### src/timer_defs.svh
`ifndef TIMER_DEFS_SVH
`define TIMER_DEFS_SVH

// prescaler ratios of the alternate clock sources
`define TMR_DIV_SYS        4'hc
`define TMR_DIV_EXT        4'h8
`define TMR_DIV_LFO        4'h8
`define TMR_PRESCALE_W     4

// alternate clock source field encodings
`define TMR_SRC_DIV12      2'h0
`define TMR_SRC_EXT8       2'h1
`define TMR_SRC_RSVD       2'h2
`define TMR_SRC_LFO8       2'h3

// count limits and reset values
`define TMR_BYTE_MAX       8'hff
`define TMR_BYTE_RESET     8'h00
`define TMR_WORD_MAX       16'hffff

// timer clocks for which the sync-pending flag stays up after a foreign wake
`define TMR_SYNC_TICKS     2'h3
`define TMR_SYNC_ZERO      2'h0
`define TMR_SYNC_ONE       2'h1

`endif

### src/timer_pkg.sv
package timer_pkg;

    // control bits of the timer, driven by software
    typedef struct packed {
        logic       irq_enable;     // timer interrupt enable
        logic       low_irq_enable; // low byte interrupt enable
        logic       capture_enable; // lfo capture mode
        logic       split_mode;     // two 8-bit timers when set
        logic       run_control;    // run control
        logic [1:0] alt_source;     // shared alternate clock source field
        logic       high_system_clock;    // high byte uses system clock
        logic       low_system_clock;     // low byte uses system clock
    } timer_ctrl_s;

    // software write strobes with their data
    typedef struct packed {
        logic       wr_count_low;
        logic       wr_count_high;
        logic       wr_reload_low;
        logic       wr_reload_high;
        logic       clr_high_flag;
        logic       clr_low_flag;
        logic [7:0] data;
    } timer_write_s;

    // one-cycle ticks produced by the prescalers
    typedef struct packed {
        logic div12;    // system clock / 12
        logic ext8;     // external oscillator / 8
        logic lfo8;     // low-frequency oscillator / 8
        logic lfo_fall; // falling edge of the low-frequency oscillator
    } timer_ticks_s;

endpackage : timer_pkg

### src/timer_prescaler.sv
`timescale 1ns/1ps
`include "timer_defs.svh"

module timer_prescaler (
    input  wire logic                    i_sys_clk,
    input  wire logic                    i_nrst,
    input  wire logic                    i_suspend,
    input  wire logic                    i_ext_osc,
    input  wire logic                    i_lfo,
    output timer_pkg::timer_ticks_s      o_ticks
);
    import timer_pkg::*;

    logic [`TMR_PRESCALE_W-1:0] sys_cnt_reg, sys_cnt_next;   // /12 divider
    logic [`TMR_PRESCALE_W-1:0] ext_cnt_reg, ext_cnt_next;   // /8 on ext edges
    logic [`TMR_PRESCALE_W-1:0] lfo_cnt_reg, lfo_cnt_next;   // /8 on lfo edges
    logic                       ext_prev_reg, lfo_prev_reg;  // edge history
    logic                       ext_tick_reg, ext_tick_next; // resynced tick
    logic                       lfo_tick_reg, lfo_tick_next; // resynced tick
    logic                       div12_reg, div12_next;
    logic                       lfo_fall_reg, lfo_fall_next;
    logic                       ext_rise, lfo_rise;
    logic                       ext_direct, lfo_direct;

    // edge detect and divide; in suspend the raw tick drives the counter
    // sync bypassed in suspend
    always_comb begin
        ext_rise      = i_ext_osc & ~ext_prev_reg;
        lfo_rise      = i_lfo & ~lfo_prev_reg;
        ext_direct    = ext_rise & (ext_cnt_reg == (`TMR_DIV_EXT - 4'h1));
        lfo_direct    = lfo_rise & (lfo_cnt_reg == (`TMR_DIV_LFO - 4'h1));
        sys_cnt_next  = (sys_cnt_reg == (`TMR_DIV_SYS - 4'h1)) ? '0 : sys_cnt_reg + 4'h1;
        ext_cnt_next  = ext_direct ? '0 : (ext_rise ? ext_cnt_reg + 4'h1 : ext_cnt_reg);
        lfo_cnt_next  = lfo_direct ? '0 : (lfo_rise ? lfo_cnt_reg + 4'h1 : lfo_cnt_reg);
        div12_next    = (sys_cnt_reg == (`TMR_DIV_SYS - 4'h1));
        ext_tick_next = ext_direct & ~i_suspend;
        lfo_tick_next = lfo_direct & ~i_suspend;
        lfo_fall_next = ~i_lfo & lfo_prev_reg;
    end

    // register stage
    always_ff @(posedge i_sys_clk) begin
        if (!i_nrst) begin
            sys_cnt_reg  <= '0;
            ext_cnt_reg  <= '0;
            lfo_cnt_reg  <= '0;
            ext_prev_reg <= 1'b0;
            lfo_prev_reg <= 1'b0;
            ext_tick_reg <= 1'b0;
            lfo_tick_reg <= 1'b0;
            div12_reg    <= 1'b0;
            lfo_fall_reg <= 1'b0;
        end else begin
            sys_cnt_reg  <= sys_cnt_next;
            ext_cnt_reg  <= ext_cnt_next;
            lfo_cnt_reg  <= lfo_cnt_next;
            ext_prev_reg <= i_ext_osc;
            lfo_prev_reg <= i_lfo;
            ext_tick_reg <= ext_tick_next;
            lfo_tick_reg <= lfo_tick_next;
            div12_reg    <= div12_next;
            lfo_fall_reg <= lfo_fall_next;
        end
    end

    // three divided clock ticks and the lfo falling edge
    // ext8 and lfo8: direct tick in suspend, resynced tick otherwise
    always_comb begin
        o_ticks.div12    = div12_reg;
        o_ticks.ext8     = i_suspend ? ext_direct : ext_tick_reg;
        o_ticks.lfo8     = i_suspend ? lfo_direct : lfo_tick_reg;
        o_ticks.lfo_fall = lfo_fall_reg;
    end

endmodule : timer_prescaler

### src/auto_reload_timer_lfo_capture.sv
`timescale 1ns/1ps
`include "timer_defs.svh"

// How it works
// - 16-bit counter from two bytes, split selectable
// - four selectable timer clock sources
// - ext and lfo divided clocks synced except in suspend
// - counts in suspend, overflow wakes device
// - sync-pending flag up three clocks after foreign wake
// - 16-bit rollover reloads and sets high flag
// - interrupt on every 16-bit overflow
// - low byte rollover interrupt when enabled
// - split mode: two 8-bit auto-reload counters
// - run bit gates high byte only in split
// - per-byte clock select with shared field
// - split mode flags per byte rollover
// - split interrupts from high, optionally low
// - flags cleared only by software
// - lfo falling edge captures count, sets flag
module auto_reload_timer_lfo_capture (
    input  wire logic                    i_sys_clk,
    input  wire logic                    i_nrst,
    input  wire logic                    i_suspend,      // oscillator in suspend
    input  wire logic                    i_ext_osc,      // external oscillator level
    input  wire logic                    i_lfo,          // low-frequency oscillator level
    input  wire timer_pkg::timer_ctrl_s  i_ctrl,         // control bits
    input  wire timer_pkg::timer_write_s i_wr,           // software writes
    output logic [7:0]                   o_count_low_byte,
    output logic [7:0]                   o_count_high_byte,
    output logic [7:0]                   o_reload_low_byte,
    output logic [7:0]                   o_reload_high_byte,
    output logic                         o_high_overflow_flag,
    output logic                         o_low_overflow_flag,
    output logic                         o_sync_pending_flag,
    output logic                         o_irq_req,      // level interrupt request
    output logic                         o_wake          // one-cycle wake pulse
);
    import timer_pkg::*;

    // all count, flag and suspend state lives here; the prescaler only divides the
    // system clock and slow oscillator levels into one-cycle ticks on i_sys_clk, so every
    // register below runs on every edge and a tick just marks
    // the edges on which a byte may move
    timer_ticks_s ticks;               // prescaler ticks
    logic [1:0]   byte_tick;           // selected tick per byte, 0 low 1 high
    logic [1:0]   byte_system_clock;         // per-byte system clock select

    // byte registers, sticky flags and suspend bookkeeping

    logic [7:0]   cnt_lo_reg, cnt_lo_next;     // count low byte
    logic [7:0]   cnt_hi_reg, cnt_hi_next;     // count high byte
    logic [7:0]   rld_lo_reg, rld_lo_next;     // reload low byte
    logic [7:0]   rld_hi_reg, rld_hi_next;     // reload high byte
    logic         flag_hi_reg, flag_hi_next;   // high overflow flag
    logic         flag_lo_reg, flag_lo_next;   // low overflow flag
    logic [1:0]   sync_cnt_reg, sync_cnt_next; // remaining sync timer clocks
    logic         susp_prev_reg;               // suspend history for exit detect
    logic         timer_woke_reg, timer_woke_next; // wake came from the timer
    logic         wake_reg, wake_next;         // wake pulse
    logic         irq_reg, irq_next;           // registered request

    // scratch terms of the counting logic; recomputed each cycle,
    // never read by a clocked process directly
    logic         lo_ovf;              // low byte rolls over at ff
    logic         hi_ovf;              // high byte (or full word) rolls over
    logic         lo_run;              // low byte counts this cycle
    logic         hi_run;              // high byte counts this cycle
    logic         capture;             // capture event this cycle

    // one shared divider per source, so two bytes on one source
    // tick on the same edge

    timer_prescaler u_prescaler (
        .i_sys_clk (i_sys_clk),
        .i_nrst    (i_nrst),
        .i_suspend (i_suspend),
        .i_ext_osc (i_ext_osc),
        .i_lfo     (i_lfo),
        .o_ticks   (ticks)
    );

    // index 0 is the low byte, index 1 the high byte
    assign byte_system_clock = {i_ctrl.high_system_clock, i_ctrl.low_system_clock};

    // per-byte clock select; reserved code never ticks
    // the per-byte system clock select wins over the shared field
    genvar b;
    generate
        for (b = 0; b < 2; b++) begin : g_clk_sel
            always_comb begin
                // system clock: a tick on every edge
                if (byte_system_clock[b]) begin
                    byte_tick[b] = 1'b1;
                end else begin
                    // shared field picks the slow source; the reserved
                    // code gives no tick, so the byte holds its value
                    case (i_ctrl.alt_source)
                        `TMR_SRC_DIV12: byte_tick[b] = ticks.div12;
                        `TMR_SRC_EXT8:  byte_tick[b] = ticks.ext8;
                        `TMR_SRC_LFO8:  byte_tick[b] = ticks.lfo8;
                        default:        byte_tick[b] = 1'b0;
                    endcase
                end
            end
        end
    endgenerate

    // counter, reload, flag and wake logic
    always_comb begin
        cnt_lo_next     = cnt_lo_reg;
        cnt_hi_next     = cnt_hi_reg;
        rld_lo_next     = rld_lo_reg;
        rld_hi_next     = rld_hi_reg;
        flag_hi_next    = flag_hi_reg;
        flag_lo_next    = flag_lo_reg;
        lo_ovf          = 1'b0;
        hi_ovf          = 1'b0;
        // capture is meant for 16-bit mode; in split mode it still
        // copies both bytes and sets the high flag
        capture         = i_ctrl.capture_enable & ticks.lfo_fall;

        // the run terms say which byte may move on this edge; the
        // word is one counter, so both halves share the low enable
        // run bit gates only high in split
        if (i_ctrl.split_mode) begin
            lo_run = byte_tick[0];
            hi_run = byte_tick[1] & i_ctrl.run_control;
        end else begin
            // 16-bit mode follows the low byte's clock
            lo_run = byte_tick[0] & i_ctrl.run_control;
            hi_run = lo_run;
        end

        if (i_ctrl.split_mode) begin
            // two independent 8-bit reloads
            // each byte wraps to its own reload value, and the low
            // byte never carries into the high byte here
            if (lo_run) begin
                if (cnt_lo_reg == `TMR_BYTE_MAX) begin
                    lo_ovf      = 1'b1;
                    cnt_lo_next = rld_lo_reg;
                end else begin
                    cnt_lo_next = cnt_lo_reg + 8'h01;
                end
            end
            // the high byte only moves while run control is set
            if (hi_run) begin
                if (cnt_hi_reg == `TMR_BYTE_MAX) begin
                    hi_ovf      = 1'b1;
                    cnt_hi_next = rld_hi_reg;
                end else begin
                    cnt_hi_next = cnt_hi_reg + 8'h01;
                end
            end
        end else if (lo_run) begin
            // low and high form one word
            // the low flag follows every low wrap here too; only
            // the full word wrap reloads
            lo_ovf = (cnt_lo_reg == `TMR_BYTE_MAX);
            if ({cnt_hi_reg, cnt_lo_reg} == `TMR_WORD_MAX) begin
                // word rollover reloads pair
                // the pair is taken as it stands before this edge
                hi_ovf      = 1'b1;
                cnt_lo_next = rld_lo_reg;
                cnt_hi_next = rld_hi_reg;
            end else begin
                // plain increment, the carry runs into the high byte
                {cnt_hi_next, cnt_lo_next} = {cnt_hi_reg, cnt_lo_reg} + 16'h0001;
            end
        end

        // a reload write in the same cycle is applied later in this
        // process and so wins over the capture

        if (capture) begin
            rld_lo_next = cnt_lo_reg;
            rld_hi_next = cnt_hi_reg;
        end

        // writes come after counting on purpose: a write on the
        // edge of a tick replaces the count, the tick is lost
        // software writes replace immediately
        if (i_wr.wr_count_low) begin
            cnt_lo_next = i_wr.data;
        end
        if (i_wr.wr_count_high) begin
            cnt_hi_next = i_wr.data;
        end
        if (i_wr.wr_reload_low) begin
            rld_lo_next = i_wr.data;
        end
        if (i_wr.wr_reload_high) begin
            rld_hi_next = i_wr.data;
        end

        // clears go first and sets after, so an event meeting a
        // clear in one cycle leaves the flag set
        // only software clears, set wins
        if (i_wr.clr_high_flag) begin
            flag_hi_next = 1'b0;
        end
        if (i_wr.clr_low_flag) begin
            flag_lo_next = 1'b0;
        end
        if (hi_ovf || capture) begin
            flag_hi_next = 1'b1;
        end
        if (lo_ovf) begin
            flag_lo_next = 1'b1;
        end

        // wake pulse and wake-source memory both follow the word
        // wrap in 16-bit mode or the high wrap in split mode;
        // the memory is dropped as soon as suspend ends

        wake_next       = i_suspend & hi_ovf;
        timer_woke_next = i_suspend ? (timer_woke_reg | hi_ovf) : 1'b0;

        // built from the next flag values so it rises on the flag's
        // own edge; a software clear drops it at once

        irq_next = i_ctrl.irq_enable &
                   (flag_hi_next | (i_ctrl.low_irq_enable & flag_lo_next));
    end

    // reloaded only when suspend ends with no timer wrap in it;
    // counting starts the cycle after the exit
    // limitation: with the reserved source the low byte never
    // ticks and the pending flag stays up until the source changes

    // sync-pending countdown; counts timer clocks of the low byte source
    // guard after foreign wake
    always_comb begin
        sync_cnt_next = sync_cnt_reg;
        // one step down per low byte tick until zero
        if (sync_cnt_reg != `TMR_SYNC_ZERO && byte_tick[0]) begin
            sync_cnt_next = sync_cnt_reg - `TMR_SYNC_ONE;
        end
        // a second foreign wake while counting starts over
        // new exit wins over the countdown
        if (susp_prev_reg && !i_suspend && !timer_woke_reg) begin
            sync_cnt_next = `TMR_SYNC_TICKS;
        end
    end

    // one register stage for all state; reset is synchronous, so
    // each register loads its next value or a reset constant

    // state registers
    always_ff @(posedge i_sys_clk) begin
        if (!i_nrst) begin
            // bytes and flags clear, nothing pending
            cnt_lo_reg     <= `TMR_BYTE_RESET;
            cnt_hi_reg     <= `TMR_BYTE_RESET;
            rld_lo_reg     <= `TMR_BYTE_RESET;
            rld_hi_reg     <= `TMR_BYTE_RESET;
            flag_hi_reg    <= 1'b0;
            flag_lo_reg    <= 1'b0;
            sync_cnt_reg   <= `TMR_SYNC_ZERO;
            susp_prev_reg  <= 1'b0;
            timer_woke_reg <= 1'b0;
            wake_reg       <= 1'b0;
            irq_reg        <= 1'b0;
        end else begin
            // normal operation loads every next value
            cnt_lo_reg     <= cnt_lo_next;
            cnt_hi_reg     <= cnt_hi_next;
            rld_lo_reg     <= rld_lo_next;
            rld_hi_reg     <= rld_hi_next;
            flag_hi_reg    <= flag_hi_next;
            flag_lo_reg    <= flag_lo_next;
            sync_cnt_reg   <= sync_cnt_next;
            susp_prev_reg  <= i_suspend;
            timer_woke_reg <= timer_woke_next;
            wake_reg       <= wake_next;
            irq_reg        <= irq_next;
        end
    end

    // the pending flag is a compare on a register, so it stays
    // free of glitches from the tick selection

    // all outputs straight from flip-flops except the pending flag, a compare on sync_cnt_reg
    assign o_count_low_byte     = cnt_lo_reg;
    assign o_count_high_byte    = cnt_hi_reg;
    assign o_reload_low_byte    = rld_lo_reg;
    assign o_reload_high_byte   = rld_hi_reg;
    assign o_high_overflow_flag = flag_hi_reg;
    assign o_low_overflow_flag  = flag_lo_reg;
    assign o_sync_pending_flag  = (sync_cnt_reg != `TMR_SYNC_ZERO);
    assign o_irq_req            = irq_reg;
    assign o_wake               = wake_reg;

endmodule : auto_reload_timer_lfo_capture

### config.mk
export PLATFORM = sky130hd
export DESIGN_NAME = auto_reload_timer_lfo_capture
export DESIGN_NICKNAME = d
export VERILOG_FILES = /design/src/timer_pkg.sv /design/src/timer_prescaler.sv /design/src/auto_reload_timer_lfo_capture.sv
export VERILOG_INCLUDE_DIRS = /design/src
export SDC_FILE = /design/constraint.sdc
export NUM_CORES = 1
export LEC_CHECK = 0
export BUFFER_PORTS_ARGS = -buffer_cell sky130_fd_sc_hd__buf_2
export CORE_ASPECT_RATIO = 1.75
export CORE_MARGIN = 4
export CORE_UTILIZATION = 50
export DETAILED_ROUTE_END_ITERATION = 16
export PLACE_DENSITY = 0.89
export SLEW_MARGIN = 30
export SYNTH_ARGS = -nofsm -noshare
export SYNTH_HDL_FRONTEND = slang
export SYNTH_SLANG_ARGS = --single-unit
export TNS_END_PERCENT = 1
### constraint.sdc
create_clock -name i_sys_clk -period 2.1 [get_ports i_sys_clk]
set_input_delay 0.105 -clock i_sys_clk [delete_from_list [all_inputs] [get_ports i_sys_clk]]
set_output_delay 0.105 -clock i_sys_clk [all_outputs]
set_load 0.01 [all_outputs]
==> impl_metrics.tcl <==
set metrics [dict create \
    status "finished, final reports clean" \
    p_comb_share_pct 18.0 \
    swShare_pct 27.9 \
    worst_setup_path_end_kind "flip-flop" \
    synthesis.area_um2 3190 \
    dieArea_um2 7780 \
    leakagePower_nw 1.89 \
    syn-num-nets 394 \
    layout_common_cells "buf_2, dfxtp_1, nand2_1, mux2i_1, buf_4" \
    finalSetupViolCount 0 \
    async_flop_share_pct 0 \
    cts-buffers-inserted 9 \
    synth.area.top_cells "dfxtp_1, mux2i_1, nand2_1, o211a_1, nand3_1" \
    ys_types 65 \
    drcViolationCount 0 \
    ir_drop_v 0.000523 \
    final.setup.tns_ns 0 \
    viasPerCell 5.91 \
    layout_setup_ws_ns 0.0805 \
    finalNetCount 472 \
    yosysWarnings 0 \
    rsz0062_at_grt "yes" \
    worst-path-max-fanout 12 \
    grt_start_max_net_pins 35 \
    dieHeight_um 114 \
    cts_root_buffer "clkbuf_8" \
    post_dp_cell_area_um2 3640 \
    grt_pass1_wl_mm 14.0 \
    clock_skew_ns 0.00748 \
    post-place-ws_ns 0.0424 \
    p_sw_mw 0.751 \
    fin_area_um2 3910 \
    drtIter0Drc 214 \
    rows 38 \
    period_share_pct 96.2 \
    die_w_um 68.4 \
    min_period_ns 2.02 \
    synth_top_cell_by_area "dfxtp_1" \
    path_class "reg -> reg" \
    drt_wl_total_mm 8.72 \
    hold_path_class "in -> reg" \
    pwr-share-seq_pct 45.8 \
    syn2layout_area_growth_pct 22.5 \
    required_ns 2.39 \
    hold_violations 0 \
    path_clk_slew_ns 0.06 \
    antenna_found_initial 0 \
    synth_top_area_share_pct 36.4 \
    maxCapViolations 0 \
    vias 3086 \
    synth_edf_count 0 \
    ys_seq_area_share_pct 36.4 \
    worstPathArrival_ns 2.31 \
    grt_pass1_vias 3007 \
    htree_levels 3 \
    netlist_instances 360 \
    gr-total-overflow 0 \
    powerDensity_nw_per_um2 689 \
    coreArea_um2 6180 \
    grt_usage_pct 23.7 \
    ios 65 \
    tritoncts "built" \
    worstMarginPinSlew_ns 0.615 \
    yosys_register_bits 58 \
    cts.path.max_buffers 2 \
    p_int_mw 1.94 \
    mostFrequentLayoutCell "buf_2" \
    start_util_pct 51.6 \
    max_freq_mhz 495 \
    routedWlPerCell_um 16.7 \
    clkLatencyLatePin_ns 0.35 \
    drive_gt1_share_pct 27.1 \
    dp_hpwl_mm 6.50 \
    clockPowerShare_pct 36.2 \
    synth_ff_type "dfxtp_1" \
    firstDrtPassIters 5 \
    drv_slew 0 \
    gp_congestion 0.981 \
    diodes 0 \
    clock_sinks 58 \
    synth.avg_cell_area_um2 8.87 \
    crit_path_start_kind "flip-flop" \
    maxSlewHeadroom_pct 59.0 \
    port_buffers 64 \
    final_antenna_net_count 0 \
    fill_cells 523 \
]
## critical path, cell delays in order, from the launching register on
cell	delay, ns
dfxtp_1	0.37
ha_2	0.22
nand4b_1	0.13
o211ai_1	0.21
o221ai_2	0.14
a21bo_4	0.28
or4b_1	0.52
nand3_1	0.09
## stage by stage
step           utilization (%)  cells  power, mW  hold slack [ns]
2_1_floorplan                -    360       1.54            0.177
3_3_place_gp              58.9    500       1.70            0.295
3_5_place_dp              58.9    500       1.72            0.308
4_1_cts                   62.4    518       2.69          0.00722
5_1_grt                   63.2    522       2.82          0.00315
6_report                  63.2    522       2.69           0.0188
## timing repair
item,in CTS,in global routing
endpoints found under the setup margin,0,11
hold buffers,3,0
buffers inserted,0,4
endpoints found under the hold margin,4,0
gates resized for setup,0,7
## worst paths after layout
kind | start | to | slack, ns | cells after the start
max | u_prescaler.ext_cnt_reg[1]$_SDFFE_PP0P_ | o_count_high_byte[7]$_SDFFE_PN0P_ | 0.08 | 7
min | i_wr[3] | o_count_low_byte[3]$_SDFFE_PN0P_ | 0.02 | 2
max reg2reg | u_prescaler.ext_cnt_reg[1]$_SDFFE_PP0P_ | o_count_high_byte[7]$_SDFFE_PN0P_ | 0.08 | 7
min reg2reg | u_prescaler.sys_cnt_reg[0]$_SDFF_PP0_ | u_prescaler.sys_cnt_reg[0]$_SDFF_PP0_ | 0.45 | 1
## synth_stat cells (all sizes together) (3+ instances only)
| cell type | number |
|---|---|
| ha | 6 |
| a21oi | 11 |
| nand4 | 9 |
| xnor2 | 9 |
| a31oi | 4 |
| a21boi | 4 |
| nor3 | 4 |
| mux2 | 3 |
| o211ai | 9 |
| xor2 | 3 |
| clkbuf | 14 |
| and2 | 10 |
| and3 | 5 |
| nor2b | 12 |
| or3 | 4 |
| o21ai | 11 |
| o211a | 16 |
| inv | 13 |
| nor2 | 14 |
| dfxtp | 58 |
| buf | 7 |
| nand3 | 16 |
| and4 | 4 |
| mux2i | 22 |
| nand2b | 6 |
| nand2 | 45 |
## routing by layer
layer  vias to the layer above  global-route usage (%)  wire, µm
met5                         -                       0         0
met4                         0                    15.8       492
met3                        41                    6.70       594
met2                       148                    38.0      4440
met1                      1424                    26.2      3190
li1                       1473                       -         -
## cells by family (layout without fill, tap and decap cells)
| kind of cell | after synthesis | count (layout) | synth area share (%) |
|---|---|---|---|
| buffers and inverters | 35 | 117 | 5.17 |
| flip-flops | 58 | 58 | 36.4 |
| AND/OR/NAND/NOR | 138 | 138 | 23.4 |
| XOR/XNOR | 12 | 12 | 3.29 |
| multiplexers | 25 | 25 | 7.96 |
| AO/OA/AOI/OAI | 86 | 86 | 21.5 |
| adder cells (fa/ha/maj) | 6 | 6 | 2.35 |
## cell type report
cell class                      instances  area (µm²)  share of cell area, %
Multi-Input combinational cell        267        1880                   48.2
Sequential cell                        58        1160                   29.7
Tap cell                               80         100                   2.56
Inverter                               14        52.6                   1.34
Clock buffer                           13         179                   4.58
Clock inverter                          2        10.0                  0.256
Timing Repair Buffer                   88         520                   13.3
## power groups by stage
stage	clock network, mW	logic (mW)	registers (mW)
after CTS	0.993	0.469	1.23
after detailed placement	0	0.461	1.25
after global placement	0	0.445	1.25
after global routing	1.04	0.534	1.24
final	0.975	0.484	1.23
after floorplan	0	0.268	1.27
(Power assumes the default switching activity.)
